==> src/blc_pkg.sv <==
// Constants, register map and carrier types for the black level calibration block.
// Assumes a 10-bit pixel path split over four output data paths, one kernel per path in turn.
package blc_pkg;

  localparam int PIX_W        = 10;
  localparam int NUM_PATHS    = 4;
  localparam int PATH_W       = 2;
  localparam int KERNEL_COLS  = 8;
  localparam int COL_W        = 3;
  localparam int ACC_W        = 22;
  localparam int KSUM_W       = 13;
  localparam int CNT_W        = 8;
  localparam int EXP_W        = 3;
  localparam int KSUM_SHIFT   = 3;

  localparam logic [PIX_W-1:0] PIX_MAX        = 10'h3FF;
  localparam logic [7:0]       GS_ROW_KERNELS = 8'hA0;

  // Register offsets.
  localparam logic [8:0] ADDR_FILTER_CFG = 9'h080;
  localparam logic [8:0] ADDR_LEVEL_CTRL = 9'h081;
  localparam logic [8:0] ADDR_SHORTFALL  = 9'h088;
  localparam logic [8:0] ADDR_ROW_CFG    = 9'h0C5;

  // Field positions.
  localparam int TARGET_LSB   = 0;
  localparam int SAMPLES_LSB  = 8;
  localparam int AUTO_BIT     = 0;
  localparam int MAN_OFF_LSB  = 1;
  localparam int MAN_OFF_W    = 9;
  localparam int MAN_SIGN_BIT = 10;
  localparam int ROWS_LSB     = 0;
  localparam int SKIP_BIT     = 8;

  // Reset values.
  localparam logic [15:0] FILTER_CFG_RST = 16'h0320;
  localparam logic [15:0] LEVEL_CTRL_RST = 16'h0001;
  localparam logic [15:0] ROW_CFG_RST    = 16'h0108;

  typedef enum logic [3:0] {
    ST_IDLE  = 4'b0001,
    ST_DARK  = 4'b0010,
    ST_CALC  = 4'b0100,
    ST_IMAGE = 4'b1000
  } blc_state_e;

  typedef struct packed {
    logic             valid;
    logic             dark;
    logic [PIX_W-1:0] value;
  } blc_pix_s;

  typedef struct packed {
    logic        wrEn;
    logic        rdEn;
    logic [8:0]  addr;
    logic [15:0] wrData;
  } blc_reg_req_s;

endpackage

==> src/blc_top.sv <==
// Black level calibration: dark row sequencing, per-path dark filtering and pixel offset correction.
// Assumes a sample stream synchronous to ref_clk, one pixel per valid cycle, rows kernel-aligned.
`timescale 1ns/1ps

module blc_top (
  // Clock, reset and enable
  input  wire logic                        ref_clk,
  input  wire logic                        sys_rst,
  input  wire logic                        clkEn,
  // Register access
  input  wire blc_pkg::blc_reg_req_s       regReq,
  output logic [15:0]                      regRdData,
  // Frame and mode control
  input  wire logic                        frameStart,
  input  wire logic                        rollingShutter,
  input  wire logic [7:0]                  activeRowKernels,
  input  wire logic                        darkRowSync,
  // Sample stream in
  input  wire logic                        sampValid,
  input  wire logic [blc_pkg::PIX_W-1:0]   sampValue,
  // Pixel stream out
  output blc_pkg::blc_pix_s                pixOut,
  output logic                             darkPhase
);

  // Register file.
  logic [15:0] filterCfg_r, filterCfg_nxt;
  logic [15:0] levelCtrl_r, levelCtrl_nxt;
  logic [15:0] rowCfg_r, rowCfg_nxt;
  logic [blc_pkg::NUM_PATHS-1:0] shortfall_r, shortfall_nxt;
  logic [15:0] regRdData_nxt;

  // Frame sequencer.
  blc_pkg::blc_state_e state_r, state_nxt;
  logic [7:0] darkRows_r, darkRows_nxt;
  logic [7:0] rowCnt_r, rowCnt_nxt;
  logic [7:0] kernelCnt_r, kernelCnt_nxt;
  logic [blc_pkg::COL_W-1:0] colCnt_r, colCnt_nxt;
  logic [blc_pkg::KSUM_W-1:0] kSum_r, kSum_nxt;
  logic [blc_pkg::EXP_W-1:0] expEff_r, expEff_nxt;
  logic skipFirst_r, skipFirst_nxt;
  logic [7:0] rowLen;
  logic [blc_pkg::PATH_W-1:0] path;
  logic lastCol, lastKernel;

  // Per-path filter state.
  logic [blc_pkg::ACC_W-1:0] acc_r [blc_pkg::NUM_PATHS];
  logic [blc_pkg::ACC_W-1:0] acc_nxt [blc_pkg::NUM_PATHS];
  logic [blc_pkg::CNT_W-1:0] cnt_r [blc_pkg::NUM_PATHS];
  logic [blc_pkg::CNT_W-1:0] cnt_nxt [blc_pkg::NUM_PATHS];
  logic signed [11:0] pathOff_r [blc_pkg::NUM_PATHS];
  logic signed [11:0] pathOff_nxt [blc_pkg::NUM_PATHS];
  logic [blc_pkg::CNT_W-1:0] needCnt;
  logic [3:0] avgShift;

  // Output stage.
  blc_pkg::blc_pix_s pixOut_nxt;
  logic darkPhase_nxt;
  logic signed [11:0] offSel;
  logic signed [12:0] corr;
  logic [blc_pkg::KSUM_W-1:0] kSumFull;

  // Register file next state.
  always_comb begin
    filterCfg_nxt = filterCfg_r;
    levelCtrl_nxt = levelCtrl_r;
    rowCfg_nxt    = rowCfg_r;
    regRdData_nxt = regRdData;
    if (regReq.wrEn) begin
      case (regReq.addr)
        blc_pkg::ADDR_FILTER_CFG: filterCfg_nxt = regReq.wrData;
        blc_pkg::ADDR_LEVEL_CTRL: levelCtrl_nxt = regReq.wrData;
        blc_pkg::ADDR_ROW_CFG:    rowCfg_nxt    = regReq.wrData;
        default: ;
      endcase
    end
    if (regReq.rdEn) begin
      case (regReq.addr)
        blc_pkg::ADDR_FILTER_CFG: regRdData_nxt = filterCfg_r;
        blc_pkg::ADDR_LEVEL_CTRL: regRdData_nxt = levelCtrl_r;
        blc_pkg::ADDR_SHORTFALL:  regRdData_nxt = {{(16-blc_pkg::NUM_PATHS){1'b0}}, shortfall_r};
        blc_pkg::ADDR_ROW_CFG:    regRdData_nxt = rowCfg_r;
        default:                  regRdData_nxt = 16'h0000;
      endcase
    end
  end

  always_ff @(posedge ref_clk or posedge sys_rst) begin
    if (sys_rst) begin
      filterCfg_r <= blc_pkg::FILTER_CFG_RST;
      levelCtrl_r <= blc_pkg::LEVEL_CTRL_RST;
      rowCfg_r    <= blc_pkg::ROW_CFG_RST;
      regRdData   <= 16'h0000;
    end else if (clkEn) begin
      filterCfg_r <= filterCfg_nxt;
      levelCtrl_r <= levelCtrl_nxt;
      rowCfg_r    <= rowCfg_nxt;
      regRdData   <= regRdData_nxt;
    end
  end

  // Position within the row; kernels map to data paths in turn.
  always_comb begin
    rowLen     = (state_r == blc_pkg::ST_DARK && !rollingShutter) ? blc_pkg::GS_ROW_KERNELS
                                                                  : activeRowKernels;
    path       = kernelCnt_r[blc_pkg::PATH_W-1:0];
    lastCol    = (colCnt_r == blc_pkg::COL_W'(blc_pkg::KERNEL_COLS - 1));
    lastKernel = (kernelCnt_r >= rowLen - 8'h01);
    kSumFull   = kSum_r + blc_pkg::KSUM_W'(sampValue);
    needCnt    = blc_pkg::CNT_W'(1) << expEff_r;
    // The shift is one bit wider than the exponent so deep filters cannot wrap it.
    avgShift   = 4'(expEff_r) + 4'(blc_pkg::KSUM_SHIFT);
  end

  // Frame sequencer and dark filter next state.
  always_comb begin
    state_nxt     = state_r;
    darkRows_nxt  = darkRows_r;
    rowCnt_nxt    = rowCnt_r;
    kernelCnt_nxt = kernelCnt_r;
    colCnt_nxt    = colCnt_r;
    kSum_nxt      = kSum_r;
    expEff_nxt    = expEff_r;
    skipFirst_nxt = skipFirst_r;
    shortfall_nxt = shortfall_r;
    for (int p = 0; p < blc_pkg::NUM_PATHS; p++) begin
      acc_nxt[p]     = acc_r[p];
      cnt_nxt[p]     = cnt_r[p];
      pathOff_nxt[p] = pathOff_r[p];
    end
    if (frameStart) begin
      // A count of zero would wrap to 256 rows, so it runs as one row.
      if (darkRowSync) begin
        darkRows_nxt = (rowCfg_r[blc_pkg::ROWS_LSB +: 8] == 8'h00) ? 8'h01
                                                                    : rowCfg_r[blc_pkg::ROWS_LSB +: 8];
      end
      // Without sync the previous count stays in use.
      skipFirst_nxt = rowCfg_r[blc_pkg::SKIP_BIT];
      expEff_nxt    = '0;
      for (int e = 0; e < 8; e++) begin
        if (e <= int'(filterCfg_r[blc_pkg::SAMPLES_LSB +: blc_pkg::EXP_W]) &&
            (16'h0001 << e) <= {9'h000, blc_pkg::GS_ROW_KERNELS[7:1]} &&
            (rollingShutter == 1'b0 || (16'h0001 << e) <= {9'h000, activeRowKernels[7:1]})) begin
          expEff_nxt = blc_pkg::EXP_W'(e);
        end
      end
      for (int p = 0; p < blc_pkg::NUM_PATHS; p++) begin
        acc_nxt[p] = '0;
        cnt_nxt[p] = '0;
      end
      rowCnt_nxt    = '0;
      kernelCnt_nxt = '0;
      colCnt_nxt    = '0;
      kSum_nxt      = '0;
      state_nxt     = blc_pkg::ST_DARK;
    end else begin
      case (state_r)
        blc_pkg::ST_IDLE: ;
        blc_pkg::ST_DARK: begin
          if (sampValid) begin
            colCnt_nxt = colCnt_r + blc_pkg::COL_W'(1);
            kSum_nxt   = lastCol ? '0 : kSumFull;
            if (lastCol) begin
              // One filter sample is the sum of a whole kernel.
              if (!(skipFirst_r && rowCnt_r == 8'h00) && cnt_r[path] < needCnt) begin
                acc_nxt[path] = acc_r[path] + blc_pkg::ACC_W'(kSumFull);
                cnt_nxt[path] = cnt_r[path] + blc_pkg::CNT_W'(1);
              end
              kernelCnt_nxt = lastKernel ? 8'h00 : kernelCnt_r + 8'h01;
              if (lastKernel) begin
                rowCnt_nxt = rowCnt_r + 8'h01;
                if (rowCnt_r >= darkRows_r - 8'h01) begin
                  state_nxt = blc_pkg::ST_CALC;
                end
              end
            end
          end
        end
        blc_pkg::ST_CALC: begin
          for (int p = 0; p < blc_pkg::NUM_PATHS; p++) begin
            // Dividing by the clamped count needCnt keeps the shift fixed; a short path is flagged.
            pathOff_nxt[p] = $signed({4'h0, filterCfg_r[blc_pkg::TARGET_LSB +: 8]}) -
                             $signed({2'b00, 10'(acc_r[p] >> avgShift)});
            shortfall_nxt[p] = (cnt_r[p] < needCnt);
          end
          kernelCnt_nxt = '0;
          colCnt_nxt    = '0;
          state_nxt     = blc_pkg::ST_IMAGE;
        end
        blc_pkg::ST_IMAGE: begin
          if (sampValid) begin
            colCnt_nxt = colCnt_r + blc_pkg::COL_W'(1);
            if (lastCol) begin
              kernelCnt_nxt = lastKernel ? 8'h00 : kernelCnt_r + 8'h01;
            end
          end
        end
        default: state_nxt = blc_pkg::ST_IDLE;
      endcase
    end
  end

  always_ff @(posedge ref_clk or posedge sys_rst) begin
    if (sys_rst) begin
      state_r     <= blc_pkg::ST_IDLE;
      darkRows_r  <= blc_pkg::ROW_CFG_RST[7:0];
      rowCnt_r    <= '0;
      kernelCnt_r <= '0;
      colCnt_r    <= '0;
      kSum_r      <= '0;
      expEff_r    <= '0;
      skipFirst_r <= 1'b0;
      shortfall_r <= '0;
      for (int p = 0; p < blc_pkg::NUM_PATHS; p++) begin
        acc_r[p]     <= '0;
        cnt_r[p]     <= '0;
        pathOff_r[p] <= '0;
      end
    end else if (clkEn) begin
      state_r     <= state_nxt;
      darkRows_r  <= darkRows_nxt;
      rowCnt_r    <= rowCnt_nxt;
      kernelCnt_r <= kernelCnt_nxt;
      colCnt_r    <= colCnt_nxt;
      kSum_r      <= kSum_nxt;
      expEff_r    <= expEff_nxt;
      skipFirst_r <= skipFirst_nxt;
      shortfall_r <= shortfall_nxt;
      for (int p = 0; p < blc_pkg::NUM_PATHS; p++) begin
        acc_r[p]     <= acc_nxt[p];
        cnt_r[p]     <= cnt_nxt[p];
        pathOff_r[p] <= pathOff_nxt[p];
      end
    end
  end

  // Output correction.
  always_comb begin
    if (levelCtrl_r[blc_pkg::AUTO_BIT]) begin
      offSel = pathOff_r[path];
    end else if (levelCtrl_r[blc_pkg::MAN_SIGN_BIT]) begin
      offSel = -$signed({3'b000, levelCtrl_r[blc_pkg::MAN_OFF_LSB +: blc_pkg::MAN_OFF_W]});
    end else begin
      offSel = $signed({3'b000, levelCtrl_r[blc_pkg::MAN_OFF_LSB +: blc_pkg::MAN_OFF_W]});
    end
    corr = $signed({3'b000, sampValue}) + 13'(offSel);
    pixOut_nxt       = '0;
    darkPhase_nxt    = (state_nxt == blc_pkg::ST_DARK);
    pixOut_nxt.value = sampValue;
    case (state_r)
      blc_pkg::ST_DARK: begin
        pixOut_nxt.dark  = 1'b1;
        pixOut_nxt.valid = sampValid && !(skipFirst_r && rowCnt_r == 8'h00);
      end
      blc_pkg::ST_CALC, blc_pkg::ST_IMAGE: begin
        pixOut_nxt.valid = sampValid;
        if (corr < 13'sd0) begin
          pixOut_nxt.value = '0;
        end else if (corr > $signed({3'b000, blc_pkg::PIX_MAX})) begin
          pixOut_nxt.value = blc_pkg::PIX_MAX;
        end else begin
          pixOut_nxt.value = corr[blc_pkg::PIX_W-1:0];
        end
      end
      default: pixOut_nxt.valid = 1'b0;
    endcase
    // Frame start takes priority, so a sample arriving with it never leaks out.
    if (frameStart) begin
      pixOut_nxt.valid = 1'b0;
    end
  end

  always_ff @(posedge ref_clk or posedge sys_rst) begin
    if (sys_rst) begin
      pixOut    <= '0;
      darkPhase <= 1'b0;
    end else if (clkEn) begin
      pixOut    <= pixOut_nxt;
      darkPhase <= darkPhase_nxt;
    end
  end

endmodule

==> config.mk <==
export PLATFORM = sky130hd
export DESIGN_NAME = blc_top
export DESIGN_NICKNAME = d
export VERILOG_FILES = /design/src/blc_pkg.sv /design/src/blc_top.sv
export SDC_FILE = /design/constraint.sdc
export NUM_CORES = 1
export LEC_CHECK = 0
export ABC_AREA = 1
export BUFFER_PORTS_ARGS = -buffer_cell sky130_fd_sc_hd__buf_4
export CORE_ASPECT_RATIO = 0.75
export CORE_MARGIN = 3
export CORE_UTILIZATION = 50
export CTS_BUF_LIST = sky130_fd_sc_hd__clkbuf_4
export DETAILED_ROUTE_END_ITERATION = 6
export GPL_TIMING_DRIVEN = 0
export HOLD_SLACK_MARGIN = 0.02
export PLACE_DENSITY = 0.75
export SLEW_MARGIN = 10
export SYNTH_ARGS = -nofsm -noshare
export SYNTH_HDL_FRONTEND = slang
export SYNTH_SLANG_ARGS = --single-unit
==> constraint.sdc <==
create_clock -name ref_clk -period 10.3 [get_ports ref_clk]
set_input_delay 2.06 -clock ref_clk [delete_from_list [all_inputs] [get_ports ref_clk]]
set_output_delay 2.06 -clock ref_clk [all_outputs]
set_load 0.05 [all_outputs]
# ---- After elaboration in Yosys (flattened, before gate mapping)
# Index checks and enable logic that the tools add are counted.
dict set report totals {
  reg_bits 297
  inputBits 52
  out_inout_bits 29
  wordCells 194
}
dict set report op_classes {
  n_addsub 15
  magnitude_cmp 23
  eq_ne 12
  n_shift 5
  mux 65
  n_bitwise 3
  reduce_logical 42
}
# op n
set op_table {}
lappend op_table {{$mux 88} 5}
lappend op_table {{$mux 32} 5}
lappend op_table {{$mux 8} 14}
lappend op_table {{$bwmux 88} 1}
lappend op_table {{$shr 22x4->10} 4}
lappend op_table {{$mux 22} 3}
lappend op_table {{$pmux 16 s4} 1}
lappend op_table {{$mux 13} 4}
lappend op_table {{$mux 12} 4}
lappend op_table {{$bmux 22 s2} 1}
lappend op_table {{$demux 22 s2} 1}
lappend op_table {{$sub 8x10->11} 4}
lappend op_table {{$lt 8x8->1} 5}
lappend op_table {{$eq 9x8->1 const B} 4}
lappend op_table {{$bwmux 32} 1}
lappend op_table {{$mux 10} 3}
lappend op_table {{$add 8x1->8 const B} 3}
lappend op_table {{$bmux 12 s2} 1}
lappend op_table {{$add 22x13->22} 1}
lappend op_table {{$mux 3} 7}
lappend op_table {{$reduce_and 3->1} 7}
lappend op_table {{$mux 4} 5}
lappend op_table {{$bmux 8 s2} 1}
lappend op_table {{$demux 8 s2} 1}
lappend op_table {{other kinds (44)} 79}

# ---- Depth between registers and ports, before layout
dict set report depth {
  ltp_word 11
  ltp_mapped 25
  depth_no_buf 25
}

# ---- Worst setup path before layout
# Ideal clock, no wire load.
dict set report synth_path {
  kind {input port to flip-flop}
  startpoint {input sampValue[0] in the netlist's numbering}
  endpoint {register acc_r[15] in the netlist's numbering}
  setup_ps 66
  arrival_ps 4750
  required_time_ps 10234
  path_slack_ps 5484
  cell_stages 23
  path_buffers 0
  cell_sequence {ha_1 > fa_1 > nand3_1 > nand3_1 > nand2_1 > nand2_1 > nand2_1 > nand2_1 > a21oi_1 > nor2_1 > nand2_1 > and2_1 > ha_1 > nand2_1 > inv_1 > nand2_1 > nand2_1 > a21oi_1 > nand2_1 > nand2_1 > xor2_1 > nand4_1 > nand2_1}
}
dict set report synth_between {
  elab_chain_cells 8
}
# item line_no
set synth_rtl {}
lappend synth_rtl {{from (decl)} blc_top.sv:20} ;# input wire logic [blc_pkg::PIX_W-1:0] sampValue,
lappend synth_rtl {{$add 13x10->13} blc_top.sv:109} ;# kSumFull = kSum_r + blc_pkg::KSUM_W'(sampValue);
lappend synth_rtl {{$add 22x13->22} blc_top.sv:166} ;# acc_nxt[path] = acc_r[path] + blc_pkg::ACC_W'(kSumFull);
lappend synth_rtl {{$bwmux 88} blc_top.sv:166}
lappend synth_rtl {{$mux 88} blc_top.sv:165} ;# if (!(skipFirst_r && rowCnt_r == 8'h00) && cnt_r[path] < needCnt) begin
lappend synth_rtl {{$mux 88} blc_top.sv:163} ;# if (lastCol) begin
lappend synth_rtl {{$mux 88} blc_top.sv:160} ;# if (sampValid) begin
lappend synth_rtl {{$mux 88} blc_top.sv:157} ;# case (state_r)
lappend synth_rtl {{$mux 88} blc_top.sv:131} ;# if (frameStart) begin
lappend synth_rtl {{to (signal, indexed assignment)} blc_top.sv:230} ;# acc_r[p] <= acc_nxt[p];
lappend synth_rtl {{to (decl)} blc_top.sv:47} ;# logic [blc_pkg::ACC_W-1:0] acc_r [blc_pkg::NUM_PATHS];
# Every way passes these cells. The select of a mux whose other input is x is not followed.
# A chain may end at the register's enable or synchronous reset.

# ---- Final worst setup path
dict set report layout_path {
  startpoint {register kernelCnt_r[1]}
  endpoint {register acc_r[10] in the netlist's numbering}
}
dict set report layout_between {
  elab_chain_cells 11
  word_cells_on_any_way 23
  classes_between {add/sub (1); order compare (3); mux (14); bitwise (1); reduce/logical (4)}
}
# item line_no
set layout_rtl {}
lappend layout_rtl {{from (decl)} blc_top.sv:37} ;# logic [7:0] kernelCnt_r, kernelCnt_nxt;
lappend layout_rtl {{from (signal assigned)} blc_top.sv:223} ;# kernelCnt_r <= kernelCnt_nxt;
lappend layout_rtl {{$not 2->3 (not written as such) (*)} {blc_top.sv:165, blc_top.sv:166}}
lappend layout_rtl {{$bmux 22 s2 (tied with other cells)} blc_top.sv:166}
lappend layout_rtl {{$mux 22 (not written as such) or $logic_and 1x1->1 (tied branches)} blc_top.sv:166}
lappend layout_rtl {{$mux 22 (not written as such)} blc_top.sv:166}
lappend layout_rtl {{$add 22x13->22 or $demux 22 s2 (tied branches)} blc_top.sv:166}
lappend layout_rtl {{$bwmux 88} blc_top.sv:166}
lappend layout_rtl {{$mux 88} blc_top.sv:165}
lappend layout_rtl {{$mux 88} blc_top.sv:163}
lappend layout_rtl {{$mux 88} blc_top.sv:160}
lappend layout_rtl {{$mux 88} blc_top.sv:157}
lappend layout_rtl {{$mux 88} blc_top.sv:131}
# Every way passes the cells marked *; elsewhere a longest branch is shown, timed or not. The select of a mux whose other input is x is not followed.

==> reports/qor.csv <==
stage,metric,value,unit
timing,finalHoldViolCount,0,
timing,finalSetupViolations,0,
floorplanning,fp.dieW,238,um
timing,finClkSkew,56.9,ps
power,finalPower,5.08,mW
power,power.share.sequential,0.272,
hold_path,min_path_type,register to register,
place,placedCellCount,3426,
critical_path,cp_slowest_cell,clkbuf_1,
clock_tree,clock_latency,820,ps
finish,final_cell_mix,"nand2_1 (889), o21ai_0 (294), inv_1 (281), dfrtp_1 (277), nor2_1 (153)",
finish,syn_to_final_growth,11.8,%
synthesis,yosysTopAreaCell,dfrtp_1,
power,comb_power_share,0.505,
critical_path,path_buf_inv,6,
clock_tree,cts_tree,built,
critical_path,crit_required,11010,ps
timing,tightestPinTransition,1340,ps
critical_path,cp_top_family,buffers and inverters,
timing,fin_setup_tns,0,ps
finish,drive_above_1_share,0.108,
power,pwr_density_cell,225,nW/um2
synthesis,synth.top_cells.by_area,"dfrtp_1 (34%), nand2_1 (17%), ha_1 (7.9%), o21ai_0 (7.3%), inv_1 (5.2%)",
synthesis,synth_edf_count,0,
timing,period_share,0.506,
critical_path,end_kind,register,
timing,max_clock_freq,0.192,GHz
power,p_leak,11.5,nW
finish,design_area,22600,um2
power,p_int,2.65,mW
place,place_hpwl,56700,um
critical_path,startpoint_type,register,
routing,wl,73700,um
synthesis,ys_warn_count,0,
synthesis,seq_area_frac_synth,0.354,
floorplanning,num_io_pins,81,
timing,slew_viol_final,0,
floorplanning,initial_core_util,0.508,
routing,vias,21300,
clock_tree,cts-resized-gates,0,
critical_path,critical_path_class,register to register,
routing,ant_nets,0,
routing,post_drt_wl_per_cell,20.6,um
synthesis,synth-async-reset-ratio,1.00,
clock_tree,hold_buffers,0,
critical_path,path_cells,buf_4 > inv_2 > buf_2 > buf_1 > clkbuf_1 > o21ai_0 > o22ai_1 > ha_1 > inv_1 > fa_1 > nand3b_1 > nand2_1 > nand2_1 > nand3_1 > a21oi_1 > xnor2_1 > nand4_1 > nand2_1,
clock_tree,root_buffer,clkbuf_4,
clock_tree,cts_inserted_buffers,77,
run_status,outcome,"finished, final reports clean",
clock_tree,clk_path_buf_depth,3,
routing,via_per_inst,5.97,
place,routabilityCongestion,1.02,
critical_path,cp_max_fo,11,
job,max_cap_violations,0,
synthesis,syn_inst,2825,
place,port_buffers,79,
synthesis,ys_ff_latch,285,
critical_path,slowest_delay,790,ps
synthesis,syn_area_per_cell,7.15,um2
grt,grt_antenna_before_repair,3,
grt,grt_max_degree,117,
timing,timing.final.crit_period,5220,ps
power,peakVddDrop,0.166,mV
critical_path,worst-endpoint-arrival,5930,ps
finish,final_common_cell,nand2_1,
floorplanning,dieArea,42900,um2
power,p_sw_frac,0.478,
critical_path,crit_path_frequent_cell,nand2_1,
synthesis,synth_flop_cell,dfrtp_1,
synthesis,yosysTopAreaCellShare,0.343,
synthesis,synth_area,20200,um2
clock_tree,post-cts-setup-buffers,0,
finish,fillers,3910,
timing,slew-limit-headroom,0.106,
power,p_sw,2.43,mW
routing,drc,0,
routing,drt_pass1_iterations,5,
power,clockPowerShare,0.224,
finish,final_net_count,3172,
clock_tree,htree_levels,3,
place,dpl_cell_area,21500,um2
timing,rsz0062_at_grt,false,
synthesis,synth_cell_types,60,
floorplanning,die_h,180,um
synthesis,syn_nets,3012,
grt,grt_pass1_vias,19700,
routing,drtIter0Drc,2827,
grt,grt_pass1_wl,114000,um
grt,gr-total-overflow,0,
floorplanning,rows,63,
finish,stdcell_count,3571,
timing,whs,470,ps
clock_tree,clk_pin_slew,70,ps
clock_tree,numClockSinks,285,
grt,track_usage,0.341,
floorplanning,floorplan.core_area,39700,um2
==> Yosys cell counts, drive strengths merged (8+ instances only) <==
master and number:
a31oi 8, dfstp 8, nand2 894, clkbuf 57
o21ai 313, nand4 132, nor3 22, nand3 105
buf 74, xor2 50, a221oi 12, inv 290
dfrtp 277, a21oi 149, xnor2 22, ha 128
nor2 157, o22ai 21, or2 15, o211ai 14
==> cells by family (layout without fill, tap and decap cells) <==
logic type	after synthesis	count (layout)	synth area share
AO/OA/AOI/OAI	565	565	0.154
other	0	5	0
flip-flops	285	285	0.354
XOR/XNOR	72	72	0.0312
buffers and inverters	424	645	0.0891
adder cells (fa/ha/maj)	135	135	0.0862
AND/OR/NAND/NOR	1341	1341	0.284
multiplexers	3	3	0.00149
==> per-layer routing <==
metal | vias to the layer above | global-route usage | wire, um | share of wire
met3 | 139 | 0.119 | 10400 | 0.14
li1 | 9778 | - | - | -
met4 | 4 | 0.0747 | 1440 | 0.020
met1 | 10200 | 0.522 | 32900 | 0.45
met2 | 1237 | 0.460 | 29000 | 0.39
met5 | - | 0 | 23 | 0.00031
==> power by group through the flow <==
stage | combinational [mW] | clock [mW] | sequential, mW
floorplan | 1.71 | 0 | 1.37
global placement | 2.42 | 0 | 1.39
detailed placement | 2.46 | 0 | 1.40
CTS | 2.48 | 1.14 | 1.38
global route | 2.81 | 1.21 | 1.39
finish | 2.56 | 1.14 | 1.38
==> final timing paths <==
kind                       slack (ps)             to  cells after the start            from
max reg2reg                      5080      acc_r[10]                     18  kernelCnt_r[1]
min reg2reg                       470      acc_r[68]                      2       acc_r[68]
min                               470      acc_r[68]                      2       acc_r[68]
max                              5080      acc_r[10]                     18  kernelCnt_r[1]
min in group asynchronous        1260  darkRows_r[2]                      2         sys_rst
max in group asynchronous        8000      acc_r[69]                      3         sys_rst
==> metrics by stage <==
| stage | utilization | setup WS (ps) |
|---|---|---|
| after CTS | 0.568 | 5250 |
| final | 0.568 | 5080 |
| after detailed placement | 0.541 | 4530 |
| after global routing | 0.568 | 4800 |
| after floorplan | - | 389 |
| after global placement | 0.540 | -2810 |
==> worst reg2reg max path, stage by stage, from the launching register on <==
cell	delay [ps]
dfrtp_1	410
buf_4	200
inv_2	90
buf_2	320
buf_1	620
clkbuf_1	800
o21ai_0	250
o22ai_1	220
ha_1	260
inv_1	70
fa_1	390
nand3b_1	190
nand2_1	140
nand2_1	60
nand3_1	120
a21oi_1	100
xnor2_1	580
nand4_1	170
nand2_1	120
==> registers in the layout (all words and copies together) (netlist names), 3 cells and up <==
| signal | count |
|---|---|
| acc_r | 80 |
| pathOff_r | 44 |
| cnt_r | 32 |
| filterCfg_r | 16 |
| levelCtrl_r | 16 |
| regRdData | 16 |
| rowCfg_r | 16 |
| kSum_r | 13 |
| pixOut | 12 |
| darkRows_r | 8 |
| kernelCnt_r | 8 |
| rowCnt_r | 8 |
| shortfall_r | 4 |
| state_r | 4 |
| colCnt_r | 3 |
| expEff_r | 3 |
==> area by class of cell <==
class	count	area [um2]	share of cell area
multi-input combinational	2116	11300	0.498
clock inverter	19	160	0.00709
inverter	293	1110	0.0491
sequential	285	7140	0.316
tap	520	651	0.0288
clock buffer	121	908	0.0402
buffer	131	697	0.0309
antenna	5	12.5	0.000554
timing repair buffer	81	648	0.0287
No activity file was read; power rests on OpenSTA's default activity.
